<file path="src/shared/rcr_map.svh">
// Behaviour
// - timer pointer bits 9:8 select value pair
// - timer map min/sec, wday/hr, mon/day, year
// - timer high write decrements pointer, stops 00
// - alarm pointer bits 9:8 select alarm pair
// - alarm map min/sec, wday/hr, mon/day, none
// - alarm high write decrements pointer, stops 00
// - any window byte read decrements pointer
// - timekeeping writes ignored unless unlock set
// - unlock set only right after 55h, AAh
// - positive code adds four pulses per step
// - negative code removes four pulses per step
// - zero code leaves pulse count unchanged
// - config register cleared by power-on only; alarm config register cleared by reset or power-on
// - run enable written only while unlocked
// - minute/second low write clears status bit
`ifndef RCR_MAP_SVH
`define RCR_MAP_SVH
// ************************************************************
// register word addresses (byte address = index * 4)
// ************************************************************
`define RCR_ADR_CFG      4'h0
`define RCR_ADR_TVAL     4'h1
`define RCR_ADR_ACFG     4'h2
`define RCR_ADR_AVAL     4'h3
`define RCR_ADR_KEY      4'h4
`define RCR_ADR_PULSE    4'h5
// ************************************************************
// fields
// ************************************************************
`define RCR_PTR_HI       9
`define RCR_PTR_LO       8
`define RCR_BIT_RUN      15
`define RCR_BIT_UNLOCK   13
`define RCR_BIT_STAT     12
`define RCR_CAL_HI       7
`define RCR_KEY1         8'h55
`define RCR_KEY2         8'haa
`define RCR_KEY_WIN      2'h2
`define RCR_CFG_RST      16'h0000
`define RCR_CAL_STEP_SH  2
`endif

</file>
<file path="src/shared/rcr_pkg.sv">
package rcr_pkg;
    typedef enum logic [1:0] {
        RCR_KEY_IDLE,
        RCR_KEY_GOT1,
        RCR_KEY_OPEN
    } rcr_key_t;
    typedef logic [7:0] rcr_byte_t;
endpackage

</file>
<file path="src/shared/rcr_win_if.sv">
`timescale 1ns/100ps
`default_nettype none
interface rcr_win_if;
    logic [1:0] ptr_nxt_view;
    logic       rd;
    logic       wr_hi;
    logic       load;
    logic [1:0] load_val;
    logic [1:0] ptr_q;
    modport ctrl (output ptr_q, output ptr_nxt_view,
                  input rd, input wr_hi, input load, input load_val);
    modport user (input ptr_q, input ptr_nxt_view,
                  output rd, output wr_hi, output load, output load_val);
endinterface
`default_nettype wire

</file>
<file path="src/core/rcr_win_ptr.sv">
`timescale 1ns/100ps
`default_nettype none
`include "rcr_map.svh"
// window pointer with auto-decrement floored at zero
module rcr_win_ptr (
    // system
    input  wire logic    clk_i,
    input  wire logic    por_i,
    // window
    rcr_win_if.ctrl      win
);
    logic [1:0] ptr_r;
    logic [1:0] ptr_nxt;
    always_comb begin
        ptr_nxt = ptr_r;
        if (win.load) begin
            ptr_nxt = win.load_val;
        end else if ((win.rd || win.wr_hi) && ptr_r != 2'h0) begin
            ptr_nxt = ptr_r - 2'h1;
        end
    end
    always_ff @(posedge clk_i) begin
        if (por_i) begin
            ptr_r <= 2'h0;
        end else begin
            ptr_r <= ptr_nxt;
        end
    end
    assign win.ptr_q = ptr_r;
    // next value lets the owner mirror the field without a one-cycle lag
    assign win.ptr_nxt_view = ptr_nxt;
endmodule
`default_nettype wire

</file>
<file path="src/core/rcr_cal.sv">
`timescale 1ns/100ps
`default_nettype none
`include "rcr_map.svh"
// once-a-minute drift trim: signed code times four pulses
module rcr_cal (
    // system
    input  wire logic        clk_i,
    input  wire logic        rst_i,
    // trim
    input  wire logic        minute_i,
    input  wire logic [7:0]  code_i,
    output logic             add_o,
    output logic             drop_o,
    output logic [9:0]       pulses_o
);
    logic [9:0] mag_r;
    logic [9:0] mag_nxt;
    logic       add_r;
    logic       add_nxt;
    logic       drop_r;
    logic       drop_nxt;
    logic [9:0] abs_code;
    always_comb begin
        abs_code = code_i[`RCR_CAL_HI] ? {2'h0, 8'(-code_i)} : {2'h0, code_i};
        mag_nxt  = mag_r;
        add_nxt  = 1'b0;
        drop_nxt = 1'b0;
        if (minute_i) begin
            mag_nxt  = abs_code << `RCR_CAL_STEP_SH;
            add_nxt  = !code_i[`RCR_CAL_HI] && code_i != 8'h00;
            drop_nxt = code_i[`RCR_CAL_HI];
        end
    end
    always_ff @(posedge clk_i) begin
        if (rst_i) begin
            mag_r  <= 10'h000;
            add_r  <= 1'b0;
            drop_r <= 1'b0;
        end else begin
            mag_r  <= mag_nxt;
            add_r  <= add_nxt;
            drop_r <= drop_nxt;
        end
    end
    assign add_o    = add_r;
    assign drop_o   = drop_r;
    assign pulses_o = mag_r;
endmodule
`default_nettype wire

</file>
<file path="src/core/rcr_core.sv">
// Implementation choices: register access over Wishbone and the register offsets.
`timescale 1ns/100ps
`default_nettype none
`include "rcr_map.svh"
module rcr_core (
    // system
    input  wire logic        clk_i,
    input  wire logic        rst_i,
    input  wire logic        por_i,
    // wishbone slave
    input  wire logic        cyc_i,
    input  wire logic        stb_i,
    input  wire logic        we_i,
    input  wire logic [5:0]  adr_i,
    input  wire logic [3:0]  sel_i,
    input  wire logic [31:0] dat_i,
    output logic [31:0]      dat_o,
    output logic             ack_o,
    // time base
    input  wire logic        minute_i,
    output logic             run_o,
    output logic             cal_add_o,
    output logic             cal_drop_o,
    output logic [9:0]       cal_pulses_o,
    output logic             tk_wr_o
);
    // ************************************************************
    // storage
    // ************************************************************
    logic [15:0] cfg_r;
    logic [15:0] cfg_nxt;
    logic [15:0] acfg_r;
    logic [15:0] acfg_nxt;
    logic [7:0]  tk_r [0:7];
    logic [7:0]  al_r [0:5];
    logic [31:0] dat_r;
    logic [31:0] dat_nxt;
    logic        ack_r;
    logic        ack_nxt;
    logic        tkw_r;
    logic        tkw_nxt;
    rcr_pkg::rcr_key_t key_r;
    rcr_pkg::rcr_key_t key_nxt;
    logic [1:0]  keyage_r;
    logic [1:0]  keyage_nxt;
    rcr_win_if tw ();
    rcr_win_if aw ();
    // ************************************************************
    // bus decode
    // ************************************************************
    logic       req;
    logic       wr;
    logic       rd;
    logic [3:0] idx;
    logic [2:0] t_lo;
    logic [2:0] t_hi;
    logic [2:0] a_lo;
    logic [2:0] a_hi;
    logic       unlock;
    assign req    = cyc_i && stb_i && !ack_r;
    assign wr     = req && we_i;
    assign rd     = req && !we_i;
    assign idx    = adr_i[5:2];
    assign unlock = cfg_r[`RCR_BIT_UNLOCK];
    // pair slots: ptr*2 low, ptr*2+1 high
    assign t_lo   = {tw.ptr_q, 1'b0};
    assign t_hi   = {tw.ptr_q, 1'b1};
    assign a_lo   = {aw.ptr_q, 1'b0};
    assign a_hi   = {aw.ptr_q, 1'b1};
    assign tw.rd       = rd && idx == `RCR_ADR_TVAL && |sel_i[1:0];
    assign tw.wr_hi    = wr && idx == `RCR_ADR_TVAL && sel_i[1] && unlock;
    assign tw.load     = wr && idx == `RCR_ADR_CFG && sel_i[1];
    assign tw.load_val = dat_i[`RCR_PTR_HI:`RCR_PTR_LO];
    assign aw.rd       = rd && idx == `RCR_ADR_AVAL && |sel_i[1:0];
    assign aw.wr_hi    = wr && idx == `RCR_ADR_AVAL && sel_i[1];
    assign aw.load     = wr && idx == `RCR_ADR_ACFG && sel_i[1];
    assign aw.load_val = dat_i[`RCR_PTR_HI:`RCR_PTR_LO];
    rcr_win_ptr u_tptr (
        .clk_i (clk_i),
        .por_i (por_i),
        .win   (tw.ctrl)
    );
    rcr_win_ptr u_aptr (
        .clk_i (clk_i),
        .por_i (por_i),
        .win   (aw.ctrl)
    );
    // ************************************************************
    // unlock key sequencer
    // ************************************************************
    logic key_wr;
    assign key_wr = wr && idx == `RCR_ADR_KEY && sel_i[0];
    always_comb begin
        key_nxt    = key_r;
        keyage_nxt = keyage_r;
        case (key_r)
            rcr_pkg::RCR_KEY_IDLE: begin
                if (key_wr && dat_i[7:0] == `RCR_KEY1) begin
                    key_nxt = rcr_pkg::RCR_KEY_GOT1;
                end
            end
            rcr_pkg::RCR_KEY_GOT1: begin
                if (key_wr) begin
                    key_nxt    = (dat_i[7:0] == `RCR_KEY2) ? rcr_pkg::RCR_KEY_OPEN
                                                           : rcr_pkg::RCR_KEY_IDLE;
                    keyage_nxt = 2'h0;
                end else if (req) begin
                    key_nxt = rcr_pkg::RCR_KEY_IDLE;
                end
            end
            rcr_pkg::RCR_KEY_OPEN: begin
                // window closes after one more bus access or a few idle cycles
                keyage_nxt = keyage_r + 2'h1;
                if (req || keyage_r == `RCR_KEY_WIN) begin
                    key_nxt = rcr_pkg::RCR_KEY_IDLE;
                end
            end
            default: key_nxt = rcr_pkg::RCR_KEY_IDLE;
        endcase
    end
    // ************************************************************
    // configuration registers and value writes
    // ************************************************************
    always_comb begin
        cfg_nxt  = cfg_r;
        acfg_nxt = acfg_r;
        tkw_nxt  = 1'b0;
        if (wr && idx == `RCR_ADR_CFG) begin
            if (sel_i[0]) begin
                cfg_nxt[7:0] = dat_i[7:0];
            end
            if (sel_i[1]) begin
                cfg_nxt[`RCR_PTR_HI:`RCR_PTR_LO] = dat_i[`RCR_PTR_HI:`RCR_PTR_LO];
                // clearing always allowed; setting needs an open key window
                if (!dat_i[`RCR_BIT_UNLOCK]) begin
                    cfg_nxt[`RCR_BIT_UNLOCK] = 1'b0;
                end else if (key_r == rcr_pkg::RCR_KEY_OPEN) begin
                    cfg_nxt[`RCR_BIT_UNLOCK] = 1'b1;
                end
                if (unlock) begin
                    cfg_nxt[`RCR_BIT_RUN] = dat_i[`RCR_BIT_RUN];
                end
            end
        end
        if (wr && idx == `RCR_ADR_ACFG && sel_i[1]) begin
            acfg_nxt[`RCR_PTR_HI:`RCR_PTR_LO] = dat_i[`RCR_PTR_HI:`RCR_PTR_LO];
        end
        if (wr && idx == `RCR_ADR_TVAL && unlock) begin
            tkw_nxt = 1'b1;
            if (sel_i[0] && tw.ptr_q == 2'h0) begin
                cfg_nxt[`RCR_BIT_STAT] = 1'b0;
            end
        end
        cfg_nxt[`RCR_PTR_HI:`RCR_PTR_LO]  = tw.ptr_nxt_view;
        acfg_nxt[`RCR_PTR_HI:`RCR_PTR_LO] = aw.ptr_nxt_view;
    end
    always_ff @(posedge clk_i) begin
        if (por_i) begin
            cfg_r <= `RCR_CFG_RST;
        end else begin
            cfg_r <= cfg_nxt;
        end
    end
    always_ff @(posedge clk_i) begin
        if (rst_i || por_i) begin
            acfg_r <= `RCR_CFG_RST;
        end else begin
            acfg_r <= acfg_nxt;
        end
    end
    always_ff @(posedge clk_i) begin
        if (wr && idx == `RCR_ADR_TVAL && unlock) begin
            if (sel_i[0]) begin
                tk_r[t_lo] <= dat_i[7:0];
            end
            if (sel_i[1]) begin
                tk_r[t_hi] <= dat_i[15:8];
            end
        end
        if (wr && idx == `RCR_ADR_AVAL && aw.ptr_q != 2'h3) begin
            if (sel_i[0]) begin
                al_r[a_lo] <= dat_i[7:0];
            end
            if (sel_i[1]) begin
                al_r[a_hi] <= dat_i[15:8];
            end
        end
    end
    // ************************************************************
    // read data and ack
    // ************************************************************
    always_comb begin
        ack_nxt = req;
        dat_nxt = 32'h0000_0000;
        if (rd) begin
            case (idx)
                `RCR_ADR_CFG:   dat_nxt[15:0] = cfg_r;
                `RCR_ADR_ACFG:  dat_nxt[15:0] = acfg_r;
                // pair chosen by the pointer before this read decrements it
                `RCR_ADR_TVAL:  dat_nxt[15:0] = {(tw.ptr_q == 2'h3) ? 8'h00 : tk_r[t_hi],
                                                 tk_r[t_lo]};
                `RCR_ADR_AVAL:  dat_nxt[15:0] = (aw.ptr_q == 2'h3) ? 16'h0000
                                               : {al_r[a_hi], al_r[a_lo]};
                `RCR_ADR_PULSE: dat_nxt[9:0]  = cal_pulses_o;
                default:        dat_nxt = 32'h0000_0000;
            endcase
        end
    end
    always_ff @(posedge clk_i) begin
        if (rst_i || por_i) begin
            ack_r    <= 1'b0;
            dat_r    <= 32'h0000_0000;
            tkw_r    <= 1'b0;
            key_r    <= rcr_pkg::RCR_KEY_IDLE;
            keyage_r <= 2'h0;
        end else begin
            ack_r    <= ack_nxt;
            dat_r    <= dat_nxt;
            tkw_r    <= tkw_nxt;
            key_r    <= key_nxt;
            keyage_r <= keyage_nxt;
        end
    end
    assign ack_o   = ack_r;
    assign dat_o   = dat_r;
    assign tk_wr_o = tkw_r;
    assign run_o   = cfg_r[`RCR_BIT_RUN];
    rcr_cal u_cal (
        .clk_i    (clk_i),
        .rst_i    (rst_i),
        .minute_i (minute_i),
        .code_i   (cfg_r[`RCR_CAL_HI:0]),
        .add_o    (cal_add_o),
        .drop_o   (cal_drop_o),
        .pulses_o (cal_pulses_o)
    );
endmodule
`default_nettype wire

</file>
<file path="config.mk">
export PLATFORM = sky130hd
export DESIGN_NAME = rcr_core
export DESIGN_NICKNAME = d
export VERILOG_FILES = /design/src/shared/rcr_pkg.sv /design/src/shared/rcr_win_if.sv /design/src/core/rcr_win_ptr.sv /design/src/core/rcr_cal.sv /design/src/core/rcr_core.sv
export VERILOG_INCLUDE_DIRS = /design/src /design/src/shared
export SDC_FILE = /design/constraint.sdc
export NUM_CORES = 1
export LEC_CHECK = 0
export CAP_MARGIN = 20
export CELL_PAD_IN_SITES_DETAIL_PLACEMENT = 1
export CELL_PAD_IN_SITES_GLOBAL_PLACEMENT = 1
export CORE_MARGIN = 10
export CORE_UTILIZATION = 30
export DETAILED_ROUTE_END_ITERATION = 12
export DONT_BUFFER_PORTS = 1
export GPL_TIMING_DRIVEN = 1
export PLACE_DENSITY = 0.55
export SLEW_MARGIN = 20
export SYNTH_ARGS = -nofsm -noshare
export SYNTH_HDL_FRONTEND = slang
export SYNTH_SLANG_ARGS = --single-unit
</file>
<file path="constraint.sdc">
create_clock -name clk_i -period 2.3 [get_ports clk_i]
set_input_delay 0.23 -clock clk_i [delete_from_list [all_inputs] [get_ports clk_i]]
set_output_delay 0.23 -clock clk_i [all_outputs]
set_load 0.02 [all_outputs]
</file>
---- Word level (Yosys, flattened, before mapping) ----
Memories as Yosys holds them, arrays and structs flattened. A register that Yosys moved wholly into a read port is not among the register bits.
Index checks and enable logic that the tools add are counted.
word-level totals
  bits in registers ....................... 64
  memory bits (writable) .................. 112
  input bits .............................. 49
  output and inout port bits .............. 47
  logic and storage cells ................. 124
  memories ................................ 2
memory list
  memory  words  width  rd ports  clocked after memory_dff  write ports  line            source
  tk_r    8      8      2         2                         2            rcr_core.sv:34  logic [7:0] tk_r [0:7];
  al_r    6      8      2         2                         2            rcr_core.sv:35  logic [7:0] al_r [0:5];
operators by class
  $add $sub $neg .......................... 4
  eq/ne operators ......................... 18
  mux-type cells .......................... 36
  bitwise operators ....................... 2
  reductions and logical operators ........ 47
operators by type and width
  operator            count
  $pmux 10 s5         1
  $logic_and 1x1->1   25
  $mux 2              10
  $mux 3              6
  $pmux 6 s3          1
  $mux 16             1
  $mux 8              2
  $mux 1              13
  $reduce_and 3->1    3
  $eq 2x2->1 const B  4
  $eq 4x2->1 const B  2
  $eq 4x3->1 const B  2
  $eq 8x7->1 const B  1
  $eq 8x8->1 const B  1
  $ne 2x2->1 const B  4
  $neg 8->8           1
  $reduce_bool 2->1   4
  $reduce_bool 8->1   1
  $pmux 2 s3          1
  $reduce_or 2->1     3
  $eq 4x1->1 const B  1
  $logic_not 4->1     1
  $logic_or 1x1->1    4
  $pmux 2 s2          1
  9 further kinds     14

---- Longest topological paths before layout ----
Gate-level depths: netlist of run 1.
  depth after elaboration ................. 12
  gate-level depth with buffers ........... 8
  mapped depth without buffers ............ 6

---- Cells and area by module ----
Synthesis of run 1 repeated with hierarchy kept, for this count alone.
unflattened totals
  cells, all modules ...................... 499
  area, all modules ....................... 6505.0 um2
by module, submodules not included
  module       instances  cells an instance  area each (um2)  seq. area each (um2)
  rcr_core     1          399                5659.2           3843.7
  rcr_cal      1          64                 540.5            200.2
  rcr_win_ptr  2          18                 152.6            40.0

---- Least setup slack after synthesis of run 1 ----
Ideal clock, no wire load.
  path kind ............................... reg-to-reg
  start point ............................. register u_aptr.ptr_r[1], in the netlist u_aptr.win.ptr_q[1]
  end point ............................... register u_aptr.ptr_r[1], in the netlist u_aptr.win.ptr_q[1]
  arrival ................................. 1976 ps
  path slack .............................. 191 ps
  cell stages (with the launch flop) ...... 9
  path buffers ............................ 2
  period minus slack after synthesis ...... 2109 ps
  cell sequence ........................... dfxtp_1 -> clkbuf_1 -> clkinv_1 -> clkbuf_1 -> ha_1 -> nand4b_1 -> a2111o_1 -> o211ai_1 -> a21oi_1
on the way
  word-level cells in the longest chain between the ends .. 4
  elaborated cells between the ends (all ways) .. 5
  classes of those cells .................. add/sub (1); mux (2); reduce/logical (2)
ends and longest elaborated chain
  item                                                 line               source
  start: declaration                                   rcr_win_ptr.sv:12  logic [1:0] ptr_r;
  start signal: assignment                             rcr_win_ptr.sv:26  ptr_r <= ptr_nxt;
  branches (longest 2 deep; another with $sub 2x1->2)  -
  $mux 2 *                                             rcr_win_ptr.sv:18  end else if ((win.rd || win.wr_hi) && ptr_r != 2'h0) begin
  $mux 2 *                                             rcr_win_ptr.sv:16  if (win.load) begin
Mark *: on every way between the ends.
A chain may end at the register's enable or synchronous reset.

---- Final worst setup path of run 1 ----
  start point ............................. register ack_r, in the netlist ack_o
  end point ............................... register cfg_r[15]
on the way
  word-level cells in the longest chain between the ends .. 5
ends and longest elaborated chain
  item                         line             source
  start: declaration           rcr_core.sv:38   logic ack_r;
  start signal: assignment     rcr_core.sv:217  ack_r <= ack_nxt;
  $logic_not 1->1              rcr_core.sv:60   assign req = cyc_i && stb_i && !ack_r;
  $logic_and 1x1->1            rcr_core.sv:60
  $logic_and 1x1->1            rcr_core.sv:61   assign wr = req && we_i;
  $logic_and 1x1->1 (no line)  -
  $reduce_and 3->1 (no line)   -
  end signal: assignment       rcr_core.sv:159  cfg_r <= `RCR_CFG_RST;
  end signal: assignment       rcr_core.sv:161  cfg_r <= cfg_nxt;
  end: declaration             rcr_core.sv:30   logic [15:0] cfg_r;
No other way between the ends.

==> results of run 1 <==
-- final cells by class --
cell class | count | area [um^2]
clock buffer | 18 | 429
clock inverter | 14 | 200
fill | 2318 | 14000
inverter | 17 | 63.8
multi-input combinational | 273 | 2090
sequential | 162 | 4360
tap | 280 | 350
timing repair buffer | 50 | 430
-- layer usage --
| metal | global-route usage [%] | share of wire (%) | vias up |
|---|---|---|---|
| met5 | 0 | 0 | - |
| met4 | 3.79 | 1.2 | 0 |
| met3 | 5.03 | 8.9 | 20 |
| met2 | 19.7 | 47 | 131 |
| met1 | 16.0 | 43 | 2063 |
| li1 | - | - | 1882 |
-- worst max-delay path, delay by kind of cell, from the launching register on --
| kind | cells | cell delay, ns |
|---|---|---|
| compound gates | 1 | 0.13 |
| flops | 1 | 0.39 |
| simple gates | 3 | 0.81 |
| buf+inv | 2 | 0.73 |
-- power by group --
part           internal, mW  total [mW]  switching, mW
Combinational        0.0553       0.174          0.118
Sequential             3.12        3.13         0.0168
Clock                  1.84        3.03           1.20
Total                  5.01        6.34           1.33
-- cells in the final DEF (no fill, tap or decap), drive strengths merged, types with 3 or more instances in the layout --
master	n
edfxtp	112
dfxtp	50
nor2	36
buf	28
mux2i	26
nand2	25
a21oi	22
dlygate4sd3	22
inv	21
conb	18
clkbuf	18
mux4	16
a211oi	10
o21ai	10
a22oi	10
o211ai	10
ha	10
nand3	8
a222oi	8
and3	6
xnor2	5
nor3	5
nand3b	4
bufinv	4
a2111oi	4
clkinv	4
nor4b	3
o31a	3
nor2b	3
nand4	3
-- how the worst max path moves through the flow --
stage | from | end | slack (ns) | cells past startpoint
floorplan | u_aptr.win.ptr_q[1]$_SDFF_PP0_ | u_aptr.win.ptr_q[1]$_SDFF_PP0_ | 0.19 | 8
global placement | cfg_r[8]$_SDFFE_PP0P_ | flip-flop | 0.33 | 6
detailed placement | adr_i[3] | dat_o[4]$_SDFF_PP0_ | 0.26 | 4
CTS | ack_o$_SDFF_PP0_ | cfg_r[15]$_SDFFE_PP0P_ | 0.10 | 6
global route | ack_o$_SDFF_PP0_ | cfg_r[15]$_SDFFE_PP0P_ | 0.03 | 6
finish | ack_o$_SDFF_PP0_ | cfg_r[15]$_SDFFE_PP0P_ | 0.18 | 6
-- through the flow --
step                hold slack (ns)  setup slack, ns
floorplan                     0.329            0.191
global placement              0.303            0.327
detailed placement            0.307            0.258
CTS                          0.0124            0.101
global route                 0.0302           0.0315
finish                       0.0416            0.181
-- cells by family after synthesis --
logic type               after synthesis  synth area share [%]
AO/OA/AOI/OAI                         84                  9.13
XOR/XNOR                               7                 0.916
adder cells (fa/ha/maj)               10                  1.87
buffers and inverters                 60                  4.60
flip-flops                           162                  65.2
multiplexers                          42                  9.28
other                                  1                0.0561
AND/OR/NAND/NOR                      112                  8.92
-- state kept, by name, summed over array words and instances (netlist names), 2 cells and up, named ones only --
register and count:
acfg_r 2, keyage_r 2, tk_r 64, u_aptr.win.ptr_q 2, al_r 48, cfg_r 12
u_cal.pulses_o 8, dat_o 16, key_r 2
-- what timing repair did --
item / 4_1_cts / 5_1_grt
hold buffers: 22 / 0
resized for setup: 0 / 1
setup endpoints to repair: 0 / 1
hold endpoints to repair: 140 / 0
==> out/metrics.yaml, run 1 <==
min_path:
  min-delay-start: "dat_i[4]"
  whs_path_depth: 2
  hp-class: "primary input to flip-flop"
  holdPathEnd: "key_r[1]$_SDFFE_PP0P_"
place:
  place_inst: 760
  placed_area_mm2: 0.00707
  gp_congestion: 0.766
  dp_hpwl_mm: 12.5
  port_buffers: 0
critical_path:
  crit_path_max_fanout: 7
  r2r_cells: 6
  worstSetupEndpointType: "flip-flop"
  worstPathRequired_ns: 2.67
  slowest_delay_ns: 0.55
  cp-start-kind: "flip-flop"
  r2r-end: "cfg_r[15]$_SDFFE_PP0P_"
  path_class: "flip-flop to flip-flop"
  crit_path_cell_trace: "and4b_2, and2_1, buf_4, nand4_1, a21oi_1, dlygate4sd3_1"
  r2r-start: "ack_o$_SDFF_PP0_"
  arrival_ns: 2.48
  r2r_setup_slack_ns: 0.18
  slowest_stage: "dlygate4sd3_1"
cts:
  clock-sinks: 162
  cts_root_buf: "clkbuf_16"
  cts_tree: "built"
  clk_latency_ns: 0.42
  post-cts-setup-buffers: 0
  cts_buffers: 17
  clk_pin_slew_ns: 0.07
  h-tree-depth: 4
  clockBufferDepth: 2
power:
  pwr_density_cell_mw_per_mm2: 800
  peakVddDrop_mv: 0.436
  total_power_mw: 6.34
  power_leakage_nw: 2.63
run_status:
  outcome: "finished clean"
route:
  drtIter0Drc: 365
  vias: 4096
  postRouteAntennaNets: 0
  drtPass1Iterations: 5
  drc: 0
  avgRoutedWirePerCell_um: 22.4
  vias_per_cell: 5.03
  routed_wl_mm: 18.2
timing:
  relSlewSlack_pct: 44.6
  fin_skew_ns: 0.00689
  setup_violations: 0
  max_freq_mhz: 472
  rsz0062_at_grt: "no"
  post-route-period-util_pct: 92.1
  tightest_slew_ns: 0.820
  finalHoldViolCount: 0
  finalSetupTns_ns: 0
  slew_viol_final: 0
  min_period_ns: 2.12
grt:
  antenna_found_initial: 1
  grt_pass1_vias: 4370
  grt_max_degree: 18
  grt.total_usage_pct: 12.7
  grt_pass1_wl_mm: 27.6
  overflow: 0
cells_and_area:
  postLayoutCellArea_mm2: 0.00793
  final_cells: 814
  drive_gt1_share_pct: 15.5
  nNetsFinal: 580
  syn_to_final_growth_pct: 18.5
  fin_util_pct: 36.2
  antenna_cells: 0
floorplan:
  die_x_um: 169
  die_area_mm2: 0.0287
  core-area_mm2: 0.0219
  dieHeight_um: 169
  ios: 96
  rows: 54
  start_util_pct: 30.6
yosys:
  synth_seq_cells: 162
  synth_edf_count: 112
  netlist_top_cells_area: "edfxtp_1 (50%), dfxtp_1 (15%), mux4_2 (5.4%)"
  postSynthAreaPerCell_um2: 14.0
  syn_inst: 478
  synthArstFlopShare_pct: 0
  synth_area_mm2: 0.00669
  yosys.area.top_type: "edfxtp_1"
  synth.most_common_cell: "edfxtp_1"
  seq_area_frac_synth_pct: 65.2
  synth_flop_cell: "edfxtp_1"
  ys_types: 52
  yosysTopAreaCellShare_pct: 50.3
  yosys-top-cells-count: "edfxtp_1 (112), dfxtp_1 (50), nor2_1 (36), mux2i_1 (26), nand2_1 (25)"
  yosys_warnings: 0
job:
  drv_cap: 0
(Power assumes the default switching activity.)
==> inputs of run 2 (changes only) <==
--- a/config.mk
+++ b/config.mk
@@ -9,7 +9,6 @@
 export CAP_MARGIN = 20
 export CELL_PAD_IN_SITES_DETAIL_PLACEMENT = 1
 export CELL_PAD_IN_SITES_GLOBAL_PLACEMENT = 1
-export CORE_MARGIN = 10
 export CORE_UTILIZATION = 30
 export DETAILED_ROUTE_END_ITERATION = 12
 export DONT_BUFFER_PORTS = 1
==> run 2 against run 1 <==
Global-route usage increased by 3.2 points. Die area decreased by 20%. Register-to-register slack improved by 0.11 ns. Critical path type unchanged. Hold slack got worse by 0.019 ns.
==> out/metrics.yaml, run 2 (synthesis results as in run 1) <==
run_status:
  outcome: "finished clean"
cells_and_area:
  fillCellCount: 2248  # -3.0%
  syn_to_final_growth_pct: 16.7
  layout_common_cells: "edfxtp_1 (112), dfxtp_1 (50), nor2_1 (36), mux2i_1 (26), nand2_1 (25)"
  largest_register_ffs: 64  # unchanged
  final_cells: 810  # -0.49%
  drive_gt1_share_pct: 14.9  # -0.61 points
  fin_util_pct: 35.8  # -0.44 points
  final_common_cell: "edfxtp_1"
  regMostFlops: "tk_r"
  nNetsFinal: 575  # -0.86%
floorplan:
  dieHeight_um: 151  # -11%
  die_area_mm2: 0.0229  # -20%
  die_x_um: 151  # -11%
  start_util_pct: 30.7  # +0.095 points
  rows: 54  # unchanged
  ios: 96  # unchanged
  core-area_mm2: 0.0218  # -0.31%
critical_path:
  crit_path_max_fanout: 8  # +1
  worstPathRequired_ns: 2.36  # -0.31 ns
  r2r-start: "ack_o$_SDFF_PP0_"
  cp-start-kind: "flip-flop"
  worstSetupEndpointType: "flip-flop"
  crit_path_cell_trace: "and4b_1, and2_1, and3_1"
  worstSetupStartpoint: "ack_o$_SDFF_PP0_"
  cp_top_family: "simple AND/OR/NAND/NOR gates"
  slowest_delay_ns: 0.54  # about the same
  r2r_cells: 3  # -3
  cp.depth: 3  # -3
  slowest_stage: "and3_1"
  path_class: "flip-flop to flip-flop"
  critPathBufInv: 0  # -2
  arrival_ns: 2.07  # -0.41 ns
route:
  vias: 4049  # -1.1%
  drtPass1Iterations: 7  # +2
  drc: 0  # unchanged
  dr_wl_met2_mm: 7.90  # -7.2%
  vias_per_cell: 5.00  # -0.66%
  avgRoutedWirePerCell_um: 21.0  # -6.3%
  drtIter0Drc: 316  # -13%
  wl_met1_mm: 7.78  # -1.3%
  routed_wl_mm: 17.0  # -6.7%
  route.met3.wl_mm: 1.10  # -32%
  postRouteAntennaNets: 0  # unchanged
  top_layer: "met4"
cts:
  holdBufCountCts: 21  # -4.5%
  cts_buffers: 17  # unchanged
  cts_root_buf: "clkbuf_16"
  cts_resized: 0  # unchanged
  clockBufferDepth: 2  # unchanged
  cts_tree: "built"
  clk_pin_slew_ns: 0.07  # about the same
  h-tree-depth: 4  # unchanged
  clock-sinks: 162  # unchanged
  clk_latency_ns: 0.42  # about the same
  post-cts-setup-buffers: 0  # unchanged
timing:
  rsz0062_at_grt: "no"
  tightest_slew_ns: 0.747  # -0.0732 ns
  finalHoldViolCount: 0  # unchanged
  hold_slack_ns: 0.0229  # -0.0187 ns
  layout_setup_ws_ns: 0.291  # +0.110 ns
  post-route-period-util_pct: 87.3  # -4.8 points
  relSlewSlack_pct: 49.5  # +5.0 points
  setup_violations: 0  # unchanged
  fin_skew_ns: 0.00964  # +0.00275 ns
  slew_viol_final: 0  # unchanged
  max_freq_mhz: 498  # +5.5%
  finalSetupTns_ns: 0  # unchanged
  min_period_ns: 2.01  # -0.110 ns
grt:
  grt_pass1_wl_mm: 25.8  # -6.5%
  overflow: 0  # unchanged
  grt.total_usage_pct: 15.9  # +3.2 points
  antenna_found_initial: 1  # unchanged
  grt_pass1_vias: 4236  # -3.1%
  grt_max_degree: 18  # unchanged
place:
  dp_worst_setup_slack_ns: 0.305  # +0.0469 ns
  place_inst: 756  # -0.53%
  dp_hpwl_mm: 11.6  # -7.6%
  gp_congestion: 0.769  # +0.29%
  port_buffers: 0  # unchanged
min_path:
  min-delay-start: "we_i"
  whs_path_depth: 1  # -1
  hp-class: "primary input to flip-flop"
power:
  pwr_density_cell_mw_per_mm2: 760  # -5.0%
  peakVddDrop_mv: 0.455  # +4.3%
  power_leakage_nw: 2.56  # -2.5%
job:
  drv_cap: 0  # unchanged
-- run 2: final cells by class --
| type | count | area [um^2] | area share, % |
|---|---|---|---|
| well taps | 280 | 350 | 4.49 |
| flip-flops and latches | 162 | 4360 | 55.9 |
| inverters | 17 | 63.8 | 0.818 |
| multi-input cells | 273 | 2090 | 26.7 |
| repair buffers | 45 | 390 | 5.00 |
| clock inverters | 15 | 121 | 1.55 |
| diodes | 1 | 2.50 | 0.0321 |
| clock buffers | 17 | 425 | 5.45 |
-- run 2: path summary, 6_finish.rpt --
kind | slack, ns | endpoint
setup / recovery | 0.29 | al_r[3][4]$_DFFE_PP_
hold / removal | 0.02 | tk_wr_o$_SDFF_PP0_
setup reg to reg | 0.29 | al_r[3][4]$_DFFE_PP_
hold reg to reg | 0.51 | keyage_r[0]$_SDFFE_PP0P_
-- run 2: per-layer routing --
| metal | vias up | global-route usage, % |
|---|---|---|
| li1 | 1872 | - |
| met1 | 2050 | 20.4 |
| met2 | 112 | 25.1 |
| met3 | 15 | 5.45 |
| met4 | 0 | 4.80 |
| met5 | - | 0 |
-- run 2: where the power goes --
group,internal [mW],switching [mW],leakage [nW]
Combinational,0.0540,0.116,0.887
Sequential,3.12,0.0153,1.41
Clock,1.41,1.22,0.265
-- run 2: worst reg2reg max path, cell delays in order, from the launching register on --
cell and delay (ns):
dfxtp_1 0.31, and4b_1 0.40, and2_1 0.40, and3_1 0.54
-- run 2: through the flow --
step / area [um^2] / total power [mW]
global route: 7800 / 6.13
global placement: 7040 / 3.30
floorplan: 6750 / 3.31
finish: 7800 / 5.93
CTS: 7800 / 6.01
detailed placement: 7050 / 3.30
